$ cat config.mk
export PLATFORM = sky130hd
export DESIGN_NAME = lpds_top
export DESIGN_NICKNAME = d
export VERILOG_FILES = /design/src/lpds_dimcurve.v /design/src/lpds_timer.v /design/src/lpds_top.v
export VERILOG_INCLUDE_DIRS = /design/src
export SDC_FILE = /design/constraint.sdc
export NUM_CORES = 1
export LEC_CHECK = 0
export CAP_MARGIN = 20
export CORE_ASPECT_RATIO = 1.4
export CORE_MARGIN = 2
export CORE_UTILIZATION = 50
export CTS_BUF_LIST = sky130_fd_sc_hd__clkbuf_8
export DETAILED_ROUTE_END_ITERATION = 10
export DONT_BUFFER_PORTS = 1
export PLACE_DENSITY = 0.69
export SLEW_MARGIN = 20
export SYNTH_ARGS = -nofsm -noshare
export SYNTH_HDL_FRONTEND = slang
export SYNTH_SLANG_ARGS = --single-unit
$ cat constraint.sdc
create_clock -name mclk_i -period 3.2 [get_ports mclk_i]
set_clock_uncertainty 0.15 [all_clocks]
set_input_delay 0 -clock mclk_i [delete_from_list [all_inputs] [get_ports mclk_i]]
set_output_delay 0 -clock mclk_i [all_outputs]
set_load 0.05 [all_outputs]
$ cat src/lpds_map.vh
// constants of the supervisor
`ifndef LPDS_MAP_VH
`define LPDS_MAP_VH
`define LPDS_CLK_MHZ 100
`define LPDS_IDLE_GAP_NS 1800
`define LPDS_IDLE_GAP_CYC (((`LPDS_IDLE_GAP_NS)*(`LPDS_CLK_MHZ)+999)/1000)
`define LPDS_UNDERVOLTAGE_LOCKOUT_BACKOFF_MS 14'h03E8
`define LPDS_LONG_BACKOFF_MS 14'h2328
`define LPDS_DET_HALF_MAX 5'h10
`define LPDS_DET_CONFIRM 3'h4
`define LPDS_STRETCH_STEP 16'h0014
`define LPDS_BLEED_WIN 8'h08
`define LPDS_CURVE_LOW 8'h10
`define LPDS_CURVE_KNEE 8'h40
`define LPDS_CURVE_LIMIT 8'hC0
`define LPDS_CURVE_FULL 8'hFF
`define LPDS_ADDR_CTRL 8'h00
`define LPDS_ADDR_STATUS 8'h04
`define LPDS_ADDR_LEVEL 8'h08
`define LPDS_CTRL_RESET 2'h3
`define LPDS_CTRL_RUN 0
`define LPDS_CTRL_BLEED 1
`define LPDS_DIM_NONE 2'h0
`define LPDS_DIM_LEAD 2'h1
`define LPDS_DIM_TRAIL 2'h2
`define LPDS_RESP_OKAY 2'h0
`define LPDS_RESP_SLVERR 2'h2
`endif

$ cat src/lpds_dimcurve.v
// conduction phase to output current level
`timescale 1ns/100ps
`default_nettype none
`include "lpds_map.vh"
module lpds_dimcurve (
   input  wire       phase_i,
   input  wire [7:0] cond_i,
   input  wire       limited_i,
   input  wire       dimmer_i,
   output reg  [7:0] level_o
);
   reg [7:0] linlog;

   // linear tail below the knee keeps low end smooth
   always @* begin
      if (cond_i < `LPDS_CURVE_KNEE)
         linlog = `LPDS_CURVE_LOW + {2'h0, cond_i[7:2]};
      else
         linlog = cond_i;
      if (!phase_i)
         level_o = 8'h00;
      else if (limited_i && !dimmer_i)
         level_o = `LPDS_CURVE_FULL;
      else if (limited_i && linlog > `LPDS_CURVE_LIMIT)
         level_o = `LPDS_CURVE_LIMIT;
      else
         level_o = linlog;
   end
endmodule // lpds_dimcurve
`default_nettype wire

$ cat src/lpds_timer.v
// loadable down counter for back-off timers
`timescale 1ns/100ps
`default_nettype none
module lpds_timer #(
   parameter W = 16
) (
   input  wire         mclk_i,
   input  wire         rst_n_i,
   input  wire         load_i,
   input  wire [W-1:0] val_i,
   input  wire         en_i,
   output wire         zero_o
);
   reg [W-1:0] cnt_reg;

   // load wins over counting; holds at zero
   always @(posedge mclk_i or negedge rst_n_i) begin
      if (!rst_n_i) begin
         cnt_reg <= {W{1'b0}};
      end else if (load_i) begin
         cnt_reg <= val_i;
      end else if (en_i && (cnt_reg != {W{1'b0}})) begin
         cnt_reg <= cnt_reg - {{(W-1){1'b0}}, 1'b1};
      end
   end

   assign zero_o = (cnt_reg == {W{1'b0}});
endmodule // lpds_timer
`default_nettype wire

$ cat src/lpds_top.v
// supervisor top with AXI4-Lite registers
//
// Our own choices: the AXI4-Lite register port and the address map.
`timescale 1ns/100ps
`default_nettype none
`include "lpds_map.vh"
// Notes on behaviour
// RULE1: idle gap under 1.8 us stretches the period.
// RULE2: tell leading, trailing or no dimmer; ignore pulses.
// RULE3: strong bleed around dimmer edge.
// RULE4: weak bleed loop holds total current.
// RULE5: strap at start-up picks dim curve.
// RULE6: limited curve: full with no dimmer.
// RULE7: overvoltage latches; others restart.
// RULE8: stop level halts, HV on; 1 s back-off.
// RULE9: peak ends on-time after blanking.
// RULE10: on-time capped at maximum.
// RULE11: off-time expiry starts short timer.
// RULE12: short timeout: standby, 9 s back-off.
// RULE13: output-open overvoltage: no restart.
// RULE14: overtemperature stops until release.
// RULE15: mains loss stops until crossings return.
// RULE16: peak ignored during blanking.
// RULE17: detection capped at 16 half-cycles, 9 s.
// RULE18: cycle starts at next valley.
// RULE19: inputs synchronous; limits parameters.
// RULE20: prescaled back-off; restart needs start level.
module lpds_top #(
   parameter TICK_CYC      = 100000,
   parameter LEB_CYC       = 30,
   parameter TON_MAX_CYC   = 1500,
   parameter TOFF_MAX_CYC  = 4800,
   parameter SHORT_DET_MS  = 50,
   parameter MAINS_LOSS_MS = 20,
   parameter PHASE_DIV_CYC = 3906
) (
   input  wire        mclk_i,
   input  wire        rst_n_i,
   input  wire        supply_start_level_i,
   input  wire        supply_stop_level_i,
   input  wire        supply_overvoltage_level_i,
   input  wire        overtemp_activate_level_i,
   input  wire        overtemp_release_level_i,
   input  wire        mains_zero_cross_i,
   input  wire        mains_high_i,
   input  wire        mains_step_rise_i,
   input  wire        mains_step_fall_i,
   input  wire        current_sense_peak_i,
   input  wire        valley_i,
   input  wire        demag_end_i,
   input  wire        cycle_request_i,
   input  wire        bleed_sense_low_i,
   input  wire        dim_mode_strap_i,
   output reg         switch_drive_o,
   output reg         bleeder_strong_o,
   output reg         bleeder_weak_o,
   output wire        hv_source_en_o,
   output reg  [7:0]  led_level_o,
   input  wire [7:0]  s_axi_awaddr_i,
   input  wire        s_axi_awvalid_i,
   output wire        s_axi_awready_o,
   input  wire [31:0] s_axi_wdata_i,
   input  wire [3:0]  s_axi_wstrb_i,
   input  wire        s_axi_wvalid_i,
   output wire        s_axi_wready_o,
   output reg  [1:0]  s_axi_bresp_o,
   output reg         s_axi_bvalid_o,
   input  wire        s_axi_bready_i,
   input  wire [7:0]  s_axi_araddr_i,
   input  wire        s_axi_arvalid_i,
   output wire        s_axi_arready_o,
   output reg  [31:0] s_axi_rdata_o,
   output reg  [1:0]  s_axi_rresp_o,
   output reg         s_axi_rvalid_o,
   input  wire        s_axi_rready_i
);
   localparam ST_WAIT  = 3'h0;
   localparam ST_DET   = 3'h1;
   localparam ST_RUN   = 3'h2;
   localparam ST_HALT  = 3'h3;
   localparam ST_LATCH = 3'h4;
   localparam SW_RING  = 2'h0;
   localparam SW_ON    = 2'h1;
   localparam SW_SEC   = 2'h2;
   localparam [15:0] LEB_C  = LEB_CYC;
   localparam [15:0] TON_C  = TON_MAX_CYC - 1;
   localparam [15:0] TOFF_C = TOFF_MAX_CYC - 1;
   localparam [15:0] GAP_C  = `LPDS_IDLE_GAP_CYC;
   localparam [16:0] TICK_C = TICK_CYC - 1;
   localparam [11:0] PDIV_C = PHASE_DIV_CYC - 1;
   localparam [15:0] SDET_C = SHORT_DET_MS;
   localparam [15:0] MLOS_C = MAINS_LOSS_MS;

   reg  [2:0]  st_reg;
   reg  [2:0]  st_next;
   reg  [1:0]  sw_reg;
   reg  [1:0]  ctrl_reg;
   reg  [16:0] tick_cnt_reg;
   reg         tick_reg;
   reg         bo_sup_reg;
   reg  [13:0] bo_val;
   reg         bo_load;
   reg         otp_reg;
   reg         curve_reg;
   reg  [15:0] on_cnt_reg;
   reg  [15:0] off_cnt_reg;
   reg  [15:0] gap_cnt_reg;
   reg  [15:0] stretch_reg;
   reg         toff_hit_reg;
   reg         osp_run_reg;
   reg  [11:0] pdiv_reg;
   reg  [7:0]  phase_cnt_reg;
   reg         saw_edge_reg;
   reg         edge_rise_reg;
   reg  [7:0]  edge_pos_reg;
   reg  [7:0]  edge_last_reg;
   reg  [1:0]  cls_prev_reg;
   reg  [2:0]  agree_reg;
   reg  [4:0]  half_cnt_reg;
   reg         det_done_reg;
   reg  [1:0]  dim_type_reg;
   reg  [7:0]  cond_reg;
   reg         aw_hold_reg;
   reg         w_hold_reg;
   reg  [7:0]  aw_addr_reg;
   reg  [31:0] w_data_reg;
   reg  [3:0]  w_strb_reg;
   wire        bo_zero;
   wire        sdet_zero;
   wire        mloss_zero;
   wire        sw_en;
   wire        osp_trip;
   wire        mloss;
   wire        det_fail;
   wire        turn_on;
   wire        turn_off;
   wire [1:0]  cls_now;
   wire [7:0]  cond_now;
   wire [7:0]  level_now;
   wire        win_edge;
   wire        do_write;

   assign sw_en    = (st_reg == ST_DET) || (st_reg == ST_RUN);
   assign osp_trip = osp_run_reg && sdet_zero; // [RULE12]
   assign mloss    = mloss_zero && sw_en; // [RULE15]
   assign det_fail = (st_reg == ST_DET) && mains_zero_cross_i &&
                     (half_cnt_reg == `LPDS_DET_HALF_MAX - 5'h01); // [RULE17]
   assign hv_source_en_o = !sw_en; // [RULE8]

   // ms tick for all back-off timing, keeps timers narrow [RULE20]
   always @(posedge mclk_i or negedge rst_n_i) begin
      if (!rst_n_i) begin
         tick_cnt_reg <= 17'h00000;
         tick_reg     <= 1'b0;
      end else begin
         tick_reg     <= (tick_cnt_reg == TICK_C);
         tick_cnt_reg <= (tick_cnt_reg == TICK_C) ? 17'h00000
                                                  : tick_cnt_reg + 17'h00001;
      end
   end

   // protection state: latched overvoltage outranks everything [RULE7]
   always @* begin
      st_next = st_reg;
      bo_load = 1'b0;
      bo_val  = `LPDS_UNDERVOLTAGE_LOCKOUT_BACKOFF_MS;
      case (st_reg)
         ST_WAIT: begin
            if (supply_overvoltage_level_i)
               st_next = ST_LATCH;
            else if (bo_zero && supply_start_level_i) // [RULE20]
               st_next = ST_DET;
         end
         ST_DET, ST_RUN, ST_HALT: begin
            if (supply_overvoltage_level_i) begin
               st_next = ST_LATCH; // [RULE13]
            end else if (supply_stop_level_i) begin
               st_next = ST_WAIT; // [RULE8]
               bo_load = 1'b1;
            end else if (osp_trip || det_fail) begin
               st_next = ST_WAIT; // [RULE12] [RULE17]
               bo_load = 1'b1;
               bo_val  = `LPDS_LONG_BACKOFF_MS;
            end else if (st_reg == ST_HALT) begin
               if (!otp_reg && !mloss_zero && ctrl_reg[`LPDS_CTRL_RUN])
                  st_next = ST_DET; // [RULE14] [RULE15]
            end else if (otp_reg || mloss || !ctrl_reg[`LPDS_CTRL_RUN]) begin
               st_next = ST_HALT; // [RULE14] [RULE15]
            end else if (st_reg == ST_DET && det_done_reg) begin
               st_next = ST_RUN;
            end
         end
         ST_LATCH: st_next = ST_LATCH; // [RULE7] [RULE13]
         default:  st_next = ST_WAIT;
      endcase
   end

   // the 1 s back-off only counts while supply is at start level [RULE8]
   always @(posedge mclk_i or negedge rst_n_i) begin
      if (!rst_n_i) begin
         st_reg     <= ST_WAIT;
         bo_sup_reg <= 1'b1;
         otp_reg    <= 1'b0;
         curve_reg  <= 1'b0;
      end else begin
         st_reg <= st_next;
         if (bo_load)
            bo_sup_reg <= (bo_val == `LPDS_UNDERVOLTAGE_LOCKOUT_BACKOFF_MS);
         if (overtemp_activate_level_i)
            otp_reg <= 1'b1; // [RULE14]
         else if (overtemp_release_level_i)
            otp_reg <= 1'b0;
         if (st_reg == ST_WAIT)
            curve_reg <= dim_mode_strap_i; // [RULE5]
      end
   end

   lpds_timer #(.W(14)) u_backoff (
      .mclk_i  (mclk_i),
      .rst_n_i (rst_n_i),
      .load_i  (bo_load),
      .val_i   (bo_val),
      .en_i    (tick_reg && (!bo_sup_reg || supply_start_level_i)),
      .zero_o  (bo_zero)
   ); // [RULE20]

   lpds_timer #(.W(16)) u_short (
      .mclk_i  (mclk_i),
      .rst_n_i (rst_n_i),
      .load_i  (!osp_run_reg),
      .val_i   (SDET_C),
      .en_i    (tick_reg),
      .zero_o  (sdet_zero)
   ); // [RULE11]

   lpds_timer #(.W(16)) u_mloss (
      .mclk_i  (mclk_i),
      .rst_n_i (rst_n_i),
      .load_i  (mains_zero_cross_i || st_reg == ST_WAIT),
      .val_i   (MLOS_C),
      .en_i    (tick_reg),
      .zero_o  (mloss_zero)
   ); // [RULE15]

   // blanking hides the turn-on spike from the peak comparator
   assign turn_off = !sw_en ||
                     // [RULE9] [RULE16]
                     (on_cnt_reg >= LEB_C && current_sense_peak_i) ||
                     (on_cnt_reg >= TON_C); // [RULE10]
   assign turn_on  = sw_en && cycle_request_i &&
                     (valley_i || toff_hit_reg) && // [RULE18]
                     (gap_cnt_reg >= stretch_reg); // [RULE1]

   // switching cycle: on, secondary stroke, ringing until valley
   always @(posedge mclk_i or negedge rst_n_i) begin
      if (!rst_n_i) begin
         sw_reg         <= SW_RING;
         switch_drive_o <= 1'b0;
         on_cnt_reg     <= 16'h0000;
         off_cnt_reg    <= 16'h0000;
         gap_cnt_reg    <= 16'h0000;
         stretch_reg    <= 16'h0000;
         toff_hit_reg   <= 1'b0;
         osp_run_reg    <= 1'b0;
      end else begin
         if (off_cnt_reg != 16'hFFFF)
            off_cnt_reg <= off_cnt_reg + 16'h0001;
         if (off_cnt_reg == TOFF_C && sw_reg != SW_ON) begin
            toff_hit_reg <= 1'b1;
            osp_run_reg  <= 1'b1; // [RULE11]
         end else if (sw_reg == SW_RING && valley_i && !toff_hit_reg) begin
            osp_run_reg  <= 1'b0; // [RULE11]
         end
         if (!sw_en)
            osp_run_reg <= 1'b0;
         case (sw_reg)
            SW_ON: begin
               on_cnt_reg <= on_cnt_reg + 16'h0001;
               if (turn_off) begin
                  switch_drive_o <= 1'b0;
                  off_cnt_reg    <= 16'h0000;
                  toff_hit_reg   <= 1'b0;
                  sw_reg         <= SW_SEC;
               end
            end
            SW_SEC: begin
               gap_cnt_reg <= 16'h0000;
               if (demag_end_i || toff_hit_reg)
                  sw_reg <= SW_RING;
            end
            SW_RING: begin
               if (gap_cnt_reg != 16'hFFFF)
                  gap_cnt_reg <= gap_cnt_reg + 16'h0001;
               if (turn_on) begin
                  switch_drive_o <= 1'b1;
                  on_cnt_reg     <= 16'h0000;
                  sw_reg         <= SW_ON;
                  // short idle gap means nearly continuous conduction
                  if (gap_cnt_reg < GAP_C) begin
                     if (stretch_reg < 16'hFF00)
                        stretch_reg <= stretch_reg + `LPDS_STRETCH_STEP; // [RULE1]
                  end else if (stretch_reg != 16'h0000) begin
                     stretch_reg <= stretch_reg - 16'h0001;
                  end
               end
            end
            default: sw_reg <= SW_RING;
         endcase
      end
   end

   // first steep edge per half-cycle only: smart dimmer pulses ignored
   assign cls_now  = !saw_edge_reg ? `LPDS_DIM_NONE :
                     edge_rise_reg ? `LPDS_DIM_LEAD : `LPDS_DIM_TRAIL; // [RULE2]
   assign cond_now = (cls_now == `LPDS_DIM_LEAD)  ? ~edge_pos_reg :
                     (cls_now == `LPDS_DIM_TRAIL) ? edge_pos_reg :
                     `LPDS_CURVE_FULL;

   // phase tracking and dimmer classification per half-cycle
   always @(posedge mclk_i or negedge rst_n_i) begin
      if (!rst_n_i) begin
         pdiv_reg      <= 12'h000;
         phase_cnt_reg <= 8'h00;
         saw_edge_reg  <= 1'b0;
         edge_rise_reg <= 1'b0;
         edge_pos_reg  <= 8'h00;
         edge_last_reg <= 8'h00;
         cls_prev_reg  <= `LPDS_DIM_NONE;
         agree_reg     <= 3'h0;
         half_cnt_reg  <= 5'h00;
         det_done_reg  <= 1'b0;
         dim_type_reg  <= `LPDS_DIM_NONE;
         cond_reg      <= `LPDS_CURVE_FULL;
      end else if (mains_zero_cross_i) begin
         pdiv_reg      <= 12'h000;
         phase_cnt_reg <= 8'h00;
         saw_edge_reg  <= 1'b0;
         edge_last_reg <= edge_pos_reg;
         cls_prev_reg  <= cls_now;
         agree_reg     <= (cls_now == cls_prev_reg && agree_reg != 3'h7)
                          ? agree_reg + 3'h1 : 3'h1;
         if (st_reg == ST_DET) begin
            half_cnt_reg <= half_cnt_reg + 5'h01; // [RULE17]
            if (cls_now == cls_prev_reg &&
                agree_reg >= `LPDS_DET_CONFIRM - 3'h1) begin
               det_done_reg <= 1'b1;
               dim_type_reg <= cls_now; // [RULE2]
            end
         end
         if (det_done_reg)
            cond_reg <= cond_now;
      end else begin
         if (pdiv_reg == PDIV_C) begin
            pdiv_reg <= 12'h000;
            if (phase_cnt_reg != 8'hFF)
               phase_cnt_reg <= phase_cnt_reg + 8'h01;
         end else begin
            pdiv_reg <= pdiv_reg + 12'h001;
         end
         if (!saw_edge_reg && (mains_step_rise_i || mains_step_fall_i)) begin
            saw_edge_reg  <= 1'b1;
            edge_rise_reg <= mains_step_rise_i;
            edge_pos_reg  <= phase_cnt_reg;
         end
         if (st_reg != ST_DET && st_reg != ST_RUN) begin
            half_cnt_reg <= 5'h00;
            det_done_reg <= 1'b0;
         end
      end
   end

   lpds_dimcurve u_curve (
      .phase_i   (st_reg == ST_RUN),
      .cond_i    (cond_reg),
      .limited_i (curve_reg),
      .dimmer_i  (dim_type_reg != `LPDS_DIM_NONE),
      .level_o   (level_now)
   ); // [RULE5] [RULE6]

   // window straddles last edge; near zero cross it loads the mains
   assign win_edge = (phase_cnt_reg + `LPDS_BLEED_WIN >= edge_last_reg) &&
                     (phase_cnt_reg <= edge_last_reg + `LPDS_BLEED_WIN);

   // registered bleeder commands and output level
   always @(posedge mclk_i or negedge rst_n_i) begin
      if (!rst_n_i) begin
         bleeder_strong_o <= 1'b0;
         bleeder_weak_o   <= 1'b0;
         led_level_o      <= 8'h00;
      end else begin
         led_level_o      <= level_now;
         bleeder_strong_o <= sw_en && ctrl_reg[`LPDS_CTRL_BLEED] &&
                             (win_edge || phase_cnt_reg < `LPDS_BLEED_WIN); // [RULE3]
         // bang-bang loop: bleed while total current is under target
         bleeder_weak_o   <= sw_en && ctrl_reg[`LPDS_CTRL_BLEED] &&
                             mains_high_i && bleed_sense_low_i &&
                             !win_edge; // [RULE4]
      end
   end

   // AXI4-Lite: address and data caught in either order, one at a time
   assign s_axi_awready_o = !aw_hold_reg && !s_axi_bvalid_o;
   assign s_axi_wready_o  = !w_hold_reg && !s_axi_bvalid_o;
   assign s_axi_arready_o = !s_axi_rvalid_o;
   assign do_write        = aw_hold_reg && w_hold_reg && !s_axi_bvalid_o;

   always @(posedge mclk_i or negedge rst_n_i) begin
      if (!rst_n_i) begin
         aw_hold_reg    <= 1'b0;
         w_hold_reg     <= 1'b0;
         aw_addr_reg    <= 8'h00;
         w_data_reg     <= 32'h00000000;
         w_strb_reg     <= 4'h0;
         ctrl_reg       <= `LPDS_CTRL_RESET;
         s_axi_bvalid_o <= 1'b0;
         s_axi_bresp_o  <= `LPDS_RESP_OKAY;
         s_axi_rvalid_o <= 1'b0;
         s_axi_rresp_o  <= `LPDS_RESP_OKAY;
         s_axi_rdata_o  <= 32'h00000000;
      end else begin
         if (s_axi_awvalid_i && s_axi_awready_o) begin
            aw_hold_reg <= 1'b1;
            aw_addr_reg <= s_axi_awaddr_i;
         end
         if (s_axi_wvalid_i && s_axi_wready_o) begin
            w_hold_reg <= 1'b1;
            w_data_reg <= s_axi_wdata_i;
            w_strb_reg <= s_axi_wstrb_i;
         end
         if (do_write) begin
            aw_hold_reg    <= 1'b0;
            w_hold_reg     <= 1'b0;
            s_axi_bvalid_o <= 1'b1;
            s_axi_bresp_o  <= `LPDS_RESP_OKAY;
            if (aw_addr_reg == `LPDS_ADDR_CTRL) begin
               if (w_strb_reg[0])
                  ctrl_reg <= w_data_reg[1:0];
            end else if (aw_addr_reg != `LPDS_ADDR_STATUS &&
                         aw_addr_reg != `LPDS_ADDR_LEVEL) begin
               s_axi_bresp_o <= `LPDS_RESP_SLVERR;
            end
         end else if (s_axi_bvalid_o && s_axi_bready_i) begin
            s_axi_bvalid_o <= 1'b0;
         end
         if (s_axi_arvalid_i && s_axi_arready_o) begin
            s_axi_rvalid_o <= 1'b1;
            s_axi_rresp_o  <= `LPDS_RESP_OKAY;
            case (s_axi_araddr_i)
               `LPDS_ADDR_CTRL:   s_axi_rdata_o <= {30'h0, ctrl_reg};
               `LPDS_ADDR_STATUS: s_axi_rdata_o <= {23'h0, det_done_reg,
                  dim_type_reg, curve_reg, osp_run_reg, otp_reg, st_reg};
               `LPDS_ADDR_LEVEL:  s_axi_rdata_o <= {stretch_reg[7:0],
                  cond_reg, led_level_o, 8'h00};
               default: begin
                  s_axi_rdata_o <= 32'h00000000;
                  s_axi_rresp_o <= `LPDS_RESP_SLVERR;
               end
            endcase
         end else if (s_axi_rvalid_o && s_axi_rready_i) begin
            s_axi_rvalid_o <= 1'b0;
         end
      end
   end
endmodule // lpds_top
`default_nettype wire

# [Word-level counts from Yosys, hierarchy flattened]
# Index checks and enable logic that the tools add are counted.
[totals] latch_bits=0 romBits=0 memories=0 ram_bits=0 regBits=261
[op_classes] n_reduce_logical=107 shifts=0 eq_ne=37 muxes=85 multipliers=0 div=0 order_cmp=11 n_bitwise=2 addsub=16
[ops] operator="$mux W16" count=12
[ops] operator="$pmux W32 S3" count=1
[ops] operator="$mux W14" count=6
[ops] operator="$mux W8" count=9
[ops] operator="$pmux W16 S2" count=2
[ops] operator="$add A16 B1 Y16 const B" count=3
[ops] operator="$reduce_bool A16 Y1" count=3
[ops] operator="$sub A16 B1 Y16 const B" count=3
[ops] operator="$logic_and A1 B1 Y1" count=41
[ops] operator="$logic_not A16 Y1" count=2
[ops] operator="$ne A16 B16 Y1 const B" count=2
[ops] operator="$mux W3" count=10
[ops] operator="$reduce_bool A2 Y1" count=15
[ops] operator="$mux W1" count=28
[ops] operator="$mux W12" count=2
[ops] operator="$reduce_and A3 Y1" count=6
[ops] operator="$add A17 B1 Y17 const B" count=1
[ops] operator="$eq A17 B17 Y1 const B" count=1
[ops] operator="$mux W17" count=1
[ops] operator="$add A16 B5 Y16 const B" count=1
[ops] operator="$add A8 B4 Y8 const B" count=2
[ops] operator="$eq A16 B13 Y1 const B" count=1
[ops] operator="$ge A16 B11 Y1 const B" count=1
[ops] operator="$ge A16 B16 Y1" count=1
[ops] operator="other kinds (53)" count=104

# [Longest topological paths before layout]
# Gate-level depths: netlist of the first run.
[logic_depth] word_depth=11 ltp_mapped=11

# [Hierarchy]
# A second synthesis of the first run with hierarchy kept.
[unflattened] cells_unflattened=1469 area_unflattened_um2=14118.5
[by_module_without_submodules] module="lpds_top" instances=1 seq_area_each_um2=5343.9 area_each_um2=10761.6 cells_each=1075
[by_module_without_submodules] module="lpds_timer (u_mloss ...)" instances=2 seq_area_each_um2=400.4 area_each_um2=1063.5 cells_each=124
[by_module_without_submodules] module="lpds_timer (u_backoff)" instances=1 seq_area_each_um2=350.3 area_each_um2=892.1 cells_each=103
[by_module_without_submodules] module="lpds_dimcurve" instances=1 seq_area_each_um2=0.0 area_each_um2=337.8 cells_each=43

# [Worst setup path before layout of the first run]
# Ideal clock, no wire load.
[synth_path] kind="flip-flop to flip-flop" from="register stretch_reg[11]" to="register stretch_reg[3]" path_stages_with_launch=11 t_required_ps=2924 period_less_slack_ps=2474 arrival_time_ps=2198 setup_slack_ps=726 path_buffers=3 path_cell_list="dfrtp_1 clkbuf_1 inv_1 ha_1 nand4_1 nor4_1 a211oi_1 a21o_1 buf_2 buf_2 o32a_1"
[synth_via] elab_chain_len=3 elab_cells_between_ends=7 cone_classes="order compare: 2; eq/ne: 1; reduce/logical: 4"
[synth_lines] element="start: declaration" line="lpds_top.v:108" rtl="reg [15:0] stretch_reg;"
[synth_lines] element="start signal: assignment" line="lpds_top.v:301" rtl="stretch_reg <= stretch_reg + `LPDS_STRETCH_STEP;"
[synth_lines] element="start signal: assignment" line="lpds_top.v:303" rtl="stretch_reg <= stretch_reg - 16'h0001;"
[synth_lines] element="$lt A16 B16 Y1 (tied with other cells)" line="lpds_top.v:300" rtl="if (stretch_reg < 16'hFF00)"
[synth_lines] element="$ne A2 B1 Y1 (no source line) (tied with other cells)"
[synth_lines] element="$reduce_and A4 Y1 (no source line) (*)"
# Every way passes the cells marked *; elsewhere a longest branch is shown, timed or not.
# A chain may end at the register's enable or synchronous reset.

# [Final worst setup path of the first run]
[layout_path] from="register s_axi_rvalid_o" to="register s_axi_rdata_o[1]"
[layout_via] elab_chain_len=2
[layout_lines] element="start: declaration" line="lpds_top.v:74" rtl="output reg s_axi_rvalid_o,"
[layout_lines] element="start signal: assignment" line="lpds_top.v:417" rtl="s_axi_rvalid_o <= 1'b0;"
[layout_lines] element="start signal: assignment" line="lpds_top.v:446" rtl="s_axi_rvalid_o <= 1'b1;"
[layout_lines] element="start signal: assignment" line="lpds_top.v:460" rtl="s_axi_rvalid_o <= 1'b0;"
[layout_lines] element="$logic_not A1 Y1" line="lpds_top.v:404" rtl="assign s_axi_arready_o = !s_axi_rvalid_o;"
[layout_lines] element="net s_axi_arready_o" line="lpds_top.v:71" rtl="output wire s_axi_arready_o,"
[layout_lines] element="$logic_and A1 B1 Y1" line="lpds_top.v:445" rtl="if (s_axi_arvalid_i && s_axi_arready_o) begin"
[layout_lines] element="end signal: assignment" line="lpds_top.v:449" rtl="`LPDS_ADDR_CTRL: s_axi_rdata_o <= {30'h0, ctrl_reg};"
[layout_lines] element="end signal: assignment" line="lpds_top.v:450" rtl="`LPDS_ADDR_STATUS: s_axi_rdata_o <= {23'h0, det_done_reg,"
[layout_lines] element="end signal: assignment" line="lpds_top.v:452" rtl="`LPDS_ADDR_LEVEL: s_axi_rdata_o <= {stretch_reg[7:0],"
[layout_lines] element="end: declaration" line="lpds_top.v:72" rtl="output reg [31:0] s_axi_rdata_o,"
# The timed path passes the listed nets, and every way through them passes these cells.

==> flow_summary.yaml, run 1 <==
timing:
  whs_ns: -1.01
  final_hold_viol_count: 259
  fin_tns_setup_ns: 0
  period_minus_slack_ns: 3.10
  rsz0062_at_grt: "false"
  setup_violations: 0
  tightest_slew_ns: 0.854
  fmax_mhz: 322
  post-route-period-util_pct: 97.0
  slew_violations: 0
  slew_headroom_pct: 42.9
clock_network:
  post-cts-setup-buffer-count: 0
  cts_root_buf: "clkbuf_8"
  htreeDepth: 2
  clk_latency_ns: 0.56
  cts_tree: "done"
  cts_sinks: 259
  cts_max_path_buffers: 3
  cts_inserted_buffers: 42
  path_clk_slew_ns: 0.06
logic_synthesis:
  synth_common_cells: "dfrtp_1 (248), nor2_1 (148), nand2_1 (104)"
  synth_top_flop_cell: "dfrtp_1"
  synthTopCellsByArea: "dfrtp_1 (47%), ha_1 (5.1%), nor2_1 (4.2%)"
  yosysWarnings: 0
  synthesis.area_um2: 13300
  synth_top_area_share_pct: 46.5
  yosys.area.top_type: "dfrtp_1"
  yosysSeqAreaShare_pct: 48.7
  yosys_register_bits: 259
  synth.most_common_cell: "dfrtp_1"
  synth_cell_types: 80
  netlist_instances: 1344
  synth_edf_count: 0
  async_reset_ff_share_pct: 100
  synth_area_per_cell_um2: 9.92
drt:
  post-route-drc-count: 0
  detail-route-antenna-nets: 0
  drt-initial-drc-count: 687
  wl_per_cell_um: 16.3
  wl_mm: 29.0
  vias: 10200
  dr.pass1.iters: 5
  viasPerCell: 5.71
pwr:
  pwr_density_cell_nw_per_um2: 502
  total_power_uw: 7650
  p_comb_share_pct: 11.4
  leakagePower_uw: 0.00677
  vdd_ir_drop_max_mv: 0.476
  p_sw_uw: 2000
  sw_frac_of_total_pct: 26.1
  p_int_uw: 5650
  power_frac_seq_pct: 48.9
  pwr-share-clk_pct: 39.7
floorplanning:
  dieWidth_um: 142
  core_area_um2: 26200
  rows: 70
  dieArea_um2: 28000
  die_h_um: 197
  io_pins: 127
  start_util_pct: 50.9
final_layout:
  multi_input_area_um2: 6450
  diodes: 0
  fillers: 2210
  largest_reg_flops: 32
  areaGrowthSynthToFinish_pct: 14.4
  num-nets-final: 1554
  final_cell_area_um2: 15200
  regArea_um2: 6490
  final_layout_size_suffix_gt1_share_pct: 10.6
critical_path:
  rrSetupSlack_ns: 0.1
  critical_path_class: "reg -> reg"
  crit_arrival_ns: 3.44
  cpMostUsedCell: "dlygate4sd3_1"
  worstPathRequired_ns: 3.53
  r2r_start: "s_axi_rvalid_o$_DFFE_PN0P_"
  r2r_cells: 6
  crit_cells: 6
  crit_family: "buffers and inverters"
  start_kind: "flip-flop"
  startpoint: "s_axi_rvalid_o$_DFFE_PN0P_"
  critPathMaxFanout: 3
  worst_r2r_endpoint: "s_axi_rdata_o[1]$_DFFE_PN0P_"
  cp-end-kind: "flip-flop"
  max_stage_delay_ns: 0.61
  path_buf_inv: 3
  cpMaxStageDelayCell: "dlygate4sd3_1"
  path_cells: "inv_1, nand2_1, or3_1, dlygate4sd3_1, o21ai_0, dlygate4sd3_1"
  critPathCapture: "s_axi_rdata_o[1]$_DFFE_PN0P_"
grt:
  antenna_found_initial: 0
  grt_pass1_vias: 10100
  grt_overflow: 0
  grt_pass1_wl_mm: 48.9
  track_usage_pct: 21.2
  grt_max_degree: 260
status:
  violations: "hold timing"
  run_status: "finished, violations left"
place:
  dp_hpwl_mm: 19.5
  placed_cell_area_um2: 13700
  port_buffers: 0
  gp_congestion: 0.868
job:
  cap_violations: 0
worst_hold_path:
  hold_path_class: "in -> async"
## worst min-delay path by stage
stage | start | slack, ns | end
after floorplan | rst_n_i | -0.45 | agree_reg[0]$_DFFE_PN0P_
after global placement | rst_n_i | -0.44 | u_backoff.cnt_reg[4]$_DFFE_PN0P_
after detailed placement | rst_n_i | -0.44 | u_backoff.cnt_reg[2]$_DFFE_PN0P_
after CTS | rst_n_i | -1.05 | u_backoff.cnt_reg[2]$_DFFE_PN0P_
after global routing | rst_n_i | -1.05 | u_backoff.cnt_reg[2]$_DFFE_PN0P_
final | rst_n_i | -1.01 | u_backoff.cnt_reg[2]$_DFFE_PN0P_
## per-layer routing
metal  global-route usage [%]  wire length (um)
met1                     26.5             12200
met2                     35.5             14000
met3                     4.73              1770
met4                     8.48              1010
met5                        0                 0
## cell families after synthesis
group / share of synthesized area (%)
simple gates: 20.6
xor+xnor: 7.95
flops: 48.7
mux: 3.21
fa+ha+maj: 5.07
other cells: 0.0281
buf+inv: 2.96
compound gates: 11.5
## cells in the final DEF, fill, tap and decap left out, types with 5 or more instances in the layout
cell,synthesis,routed
a21oi_1,51,51
nand4_1,31,31
a211oi_1,7,7
and4_1,8,8
clkbuf_8,0,55
mux2_2,30,30
nand2b_1,18,18
o21a_1,7,7
buf_4,2,21
or2_2,5,5
and3_1,12,12
o211ai_1,7,7
clkinv_2,0,8
a31oi_1,13,13
dfrtp_1,248,248
o21ai_0,61,61
inv_1,56,64
or3_1,17,17
xor2_1,62,62
a22o_1,29,29
mux2i_1,9,9
nand3_1,46,46
nand4b_1,6,6
dfstp_2,11,11
nor2b_1,12,12
nor2_1,148,148
dlygate4sd3_1,0,60
and2_1,20,20
a21o_1,8,8
o22a_1,8,8
xnor2_1,59,59
nor3_1,49,49
nor4_1,25,24
or4_1,6,6
nand2_1,104,104
ha_1,54,54
## repair_timing
item | 4_1_cts | 5_1_grt
hold buffers | 60 | 1
endpoints found under the hold margin | 436 | 260
resized for setup | 0 | 0
## cell type report
type | instances | share of cell area (%)
inverters | 57 | 1.40
well taps | 324 | 2.66
flip-flops and latches | 259 | 42.6
repair buffers | 82 | 5.10
clock inverters | 20 | 0.952
clock buffers | 55 | 4.96
multi-input cells | 984 | 42.3
## stage by stage
step	std cells	setup slack [ns]	util [%]
final	1781	0.0950	58.2
after global routing	1781	0.0285	58.2
after CTS	1780	0.136	58.2
after detailed placement	1645	0.552	52.4
after global placement	1645	0.554	52.4
after floorplan	1345	0.726	-
## power by group through the flow
| stage | Sequential [uW] | Clock [uW] | Combinational [uW] |
|---|---|---|---|
| 4_1_cts | 3740 | 3140 | 850 |
| 6_report | 3740 | 3040 | 870 |
| 5_1_grt | 3770 | 3260 | 959 |
| 2_1_floorplan | 3720 | 0 | 569 |
| 3_3_place_gp | 3790 | 0 | 633 |
| 3_5_place_dp | 3800 | 0 | 657 |
Power figures use the tool's default switching activity.
==> inputs of run 2 (changes only) <==
==> constraint.sdc (replaced) <==
create_clock -name mclk_i -period 4 [get_ports mclk_i]
set_clock_uncertainty 0.15 [all_clocks]
set_input_delay 0 -clock mclk_i [delete_from_list [all_inputs] [get_ports mclk_i]]
set_output_delay 0 -clock mclk_i [all_outputs]
set_load 0.05 [all_outputs]
==> run 2 against run 1 <==
  * Flip-flop and latch count did not move
  * Worst hold slack worse by 0.00062 ns
  * Critical endpoint is now s_axi_rdata_o[4]$_DFFE_PN0P_
  * The flow still finishes with violations (hold timing)
  * Largest cell class unchanged
  * Via count is 0.37% lower
  * Clock-buffer cell count shrank 3
  * Largest power group unchanged
==> flow_summary.yaml, run 2 (synthesis results as in run 1) <==
timing:
  tightest_slew_ns: 0.911
  slew_violations: 0
  final_hold_viol_count: 259
  fmax_mhz: 296
  fin_tns_setup_ns: 0
  rsz0062_at_grt: "false"
  post-route-period-util_pct: 84.6
  slew_headroom_pct: 38.4
  whs_ns: -1.01
  setup_violations: 0
  worst_slack_ns: 0.616
  period_minus_slack_ns: 3.38
floorplanning:
  dieWidth_um: 142
  die_h_um: 197
  dieArea_um2: 28000
  rows: 70
  core_area_um2: 26200
  io_pins: 127
  start_util_pct: 50.9
final_layout:
  layout_commonest_cell: "dfrtp_1"
  regArea_um2: 6490
  most-common-layout-cells: "dfrtp_1 (248), nor2_1 (148), nand2_1 (104)"
  multi_input_area_um2: 6460
  final_layout_size_suffix_gt1_share_pct: 9.32
  diodes: 0
  num-nets-final: 1542
  fillers: 2257
  areaGrowthSynthToFinish_pct: 13.0
  largest_reg_flops: 32
critical_path:
  worstPathRequired_ns: 4.33
  critical_path_class: "reg -> reg"
  cp-end-kind: "flip-flop"
  start_kind: "flip-flop"
  crit_arrival_ns: 3.71
  critPathMaxFanout: 15
drt:
  wl_mm: 29.3
  dr.pass1.iters: 5
  wl_per_cell_um: 16.5
  post-route-drc-count: 0
  vias: 10100
  detail-route-antenna-nets: 0
  viasPerCell: 5.72
  drt-initial-drc-count: 560
clock_network:
  cts_inserted_buffers: 43
  htreeDepth: 2
  cts_root_buf: "clkbuf_8"
  cts_hold_buf: 59
  cts_max_path_buffers: 3
  path_clk_slew_ns: 0.07
  cts_sinks: 259
  clk_latency_ns: 0.56
  post-cts-setup-buffer-count: 0
  post_cts_resized: 0
  cts_tree: "done"
job:
  cap_violations: 0
pwr:
  leakagePower_uw: 0.00672
  pwr_density_cell_nw_per_um2: 392
  vdd_ir_drop_max_mv: 0.363
grt:
  track_usage_pct: 21.5
  top_usage_layer: "met2"
  grt_pass1_vias: 10400
  gr-usage-met3_pct: 4.92
  grt_use_met2_pct: 37.0
  met1_usage_pct: 26.0
  grt_pass1_wl_mm: 49.7
  grt_max_degree: 260
  antenna_found_initial: 0
  grt_overflow: 0
place:
  dp_hpwl_mm: 19.5
  port_buffers: 0
  post-place-ws_ns: 1.07
  gp_congestion: 0.850
status:
  run_status: "finished, violations left"
  violations: "hold timing"
worst_hold_path:
  hold_path_class: "in -> async"
-- run 2: cell types whose count changed in the layout (fill, tap and decap cells not counted), sizes merged --
cell         previous run  this run
buf                    22        11
dlygate4sd3            60        58
bufinv                  2         0
clkinv                  8         5
clkbuf                 55        52
clkinvlp                2         0
inv                    65        79
-- run 2: report_power, final --
group / total, uW / internal (uW) / switching, uW
clock network: 2220 / 1170 / 1050
logic: 691 / 370 / 322
registers: 3000 / 2780 / 216
total: 5920 / 4330 / 1590
-- run 2: worst paths after layout --
| check | from | end | slack, ns | depth (start not counted) |
|---|---|---|---|---|
| setup / recovery | s_axi_rvalid_o$_DFFE_PN0P_ | s_axi_rdata_o[4]$_DFFE_PN0P_ | 0.62 | 6 |
| hold / removal | rst_n_i | u_backoff.cnt_reg[2]$_DFFE_PN0P_ | -1.01 | 0 |
| setup reg to reg | s_axi_rvalid_o$_DFFE_PN0P_ | s_axi_rdata_o[4]$_DFFE_PN0P_ | 0.62 | 6 |
| hold reg to reg | tick_cnt_reg[0]$_DFF_PN0_ | tick_cnt_reg[0]$_DFF_PN0_ | 0.30 | 1 |
| max in group asynchronous | rst_n_i | ctrl_reg[1]$_DFFE_PN1P_ | 4.32 | 0 |
| min in group mclk_i | mains_step_rise_i | edge_rise_reg$_DFFE_PN0P_ | 0.05 | 3 |
-- run 2: worst max-delay path: stages (launching register included) --
cell and delay [ns]:
dfrtp_1 0.56, inv_1 0.46, nand2_1 0.50, or3_1 0.48, dlygate4sd3_1 0.59, nor2_1 0.37, a22o_1 0.20
-- run 2: through the flow --
stage                     instance area [um2]  std cells  utilization (%)  power (uW)  hold slack [ns]
after global placement                  13600       1634             52.1        3530           -0.438
after detailed placement                13600       1634             52.1        3560           -0.440
after global routing                    15100       1772             57.6        6210            -1.04
final                                   15100       1772             57.6        5920            -1.01
after CTS                               15100       1772             57.5        5970            -1.04
after floorplan                         13300       1345                -        3430           -0.446
-- run 2: layout make-up --
cell class                 count  area share [%]
clock inverter                27           0.714
multi-input combinational    984            42.9
tap                          324            2.69
timing repair buffer          69            4.48
inverter                      57            1.42
clock buffer                  52            4.75
sequential                   259            43.1
-- run 2: per-layer routing --
| layer | wire length (um) | up-vias |
|---|---|---|
| li1 | - | 4914 |
| met1 | 12400 | 4925 |
| met2 | 14400 | 223 |
| met3 | 1610 | 68 |
| met4 | 947 | 0 |
| met5 | 0 | - |
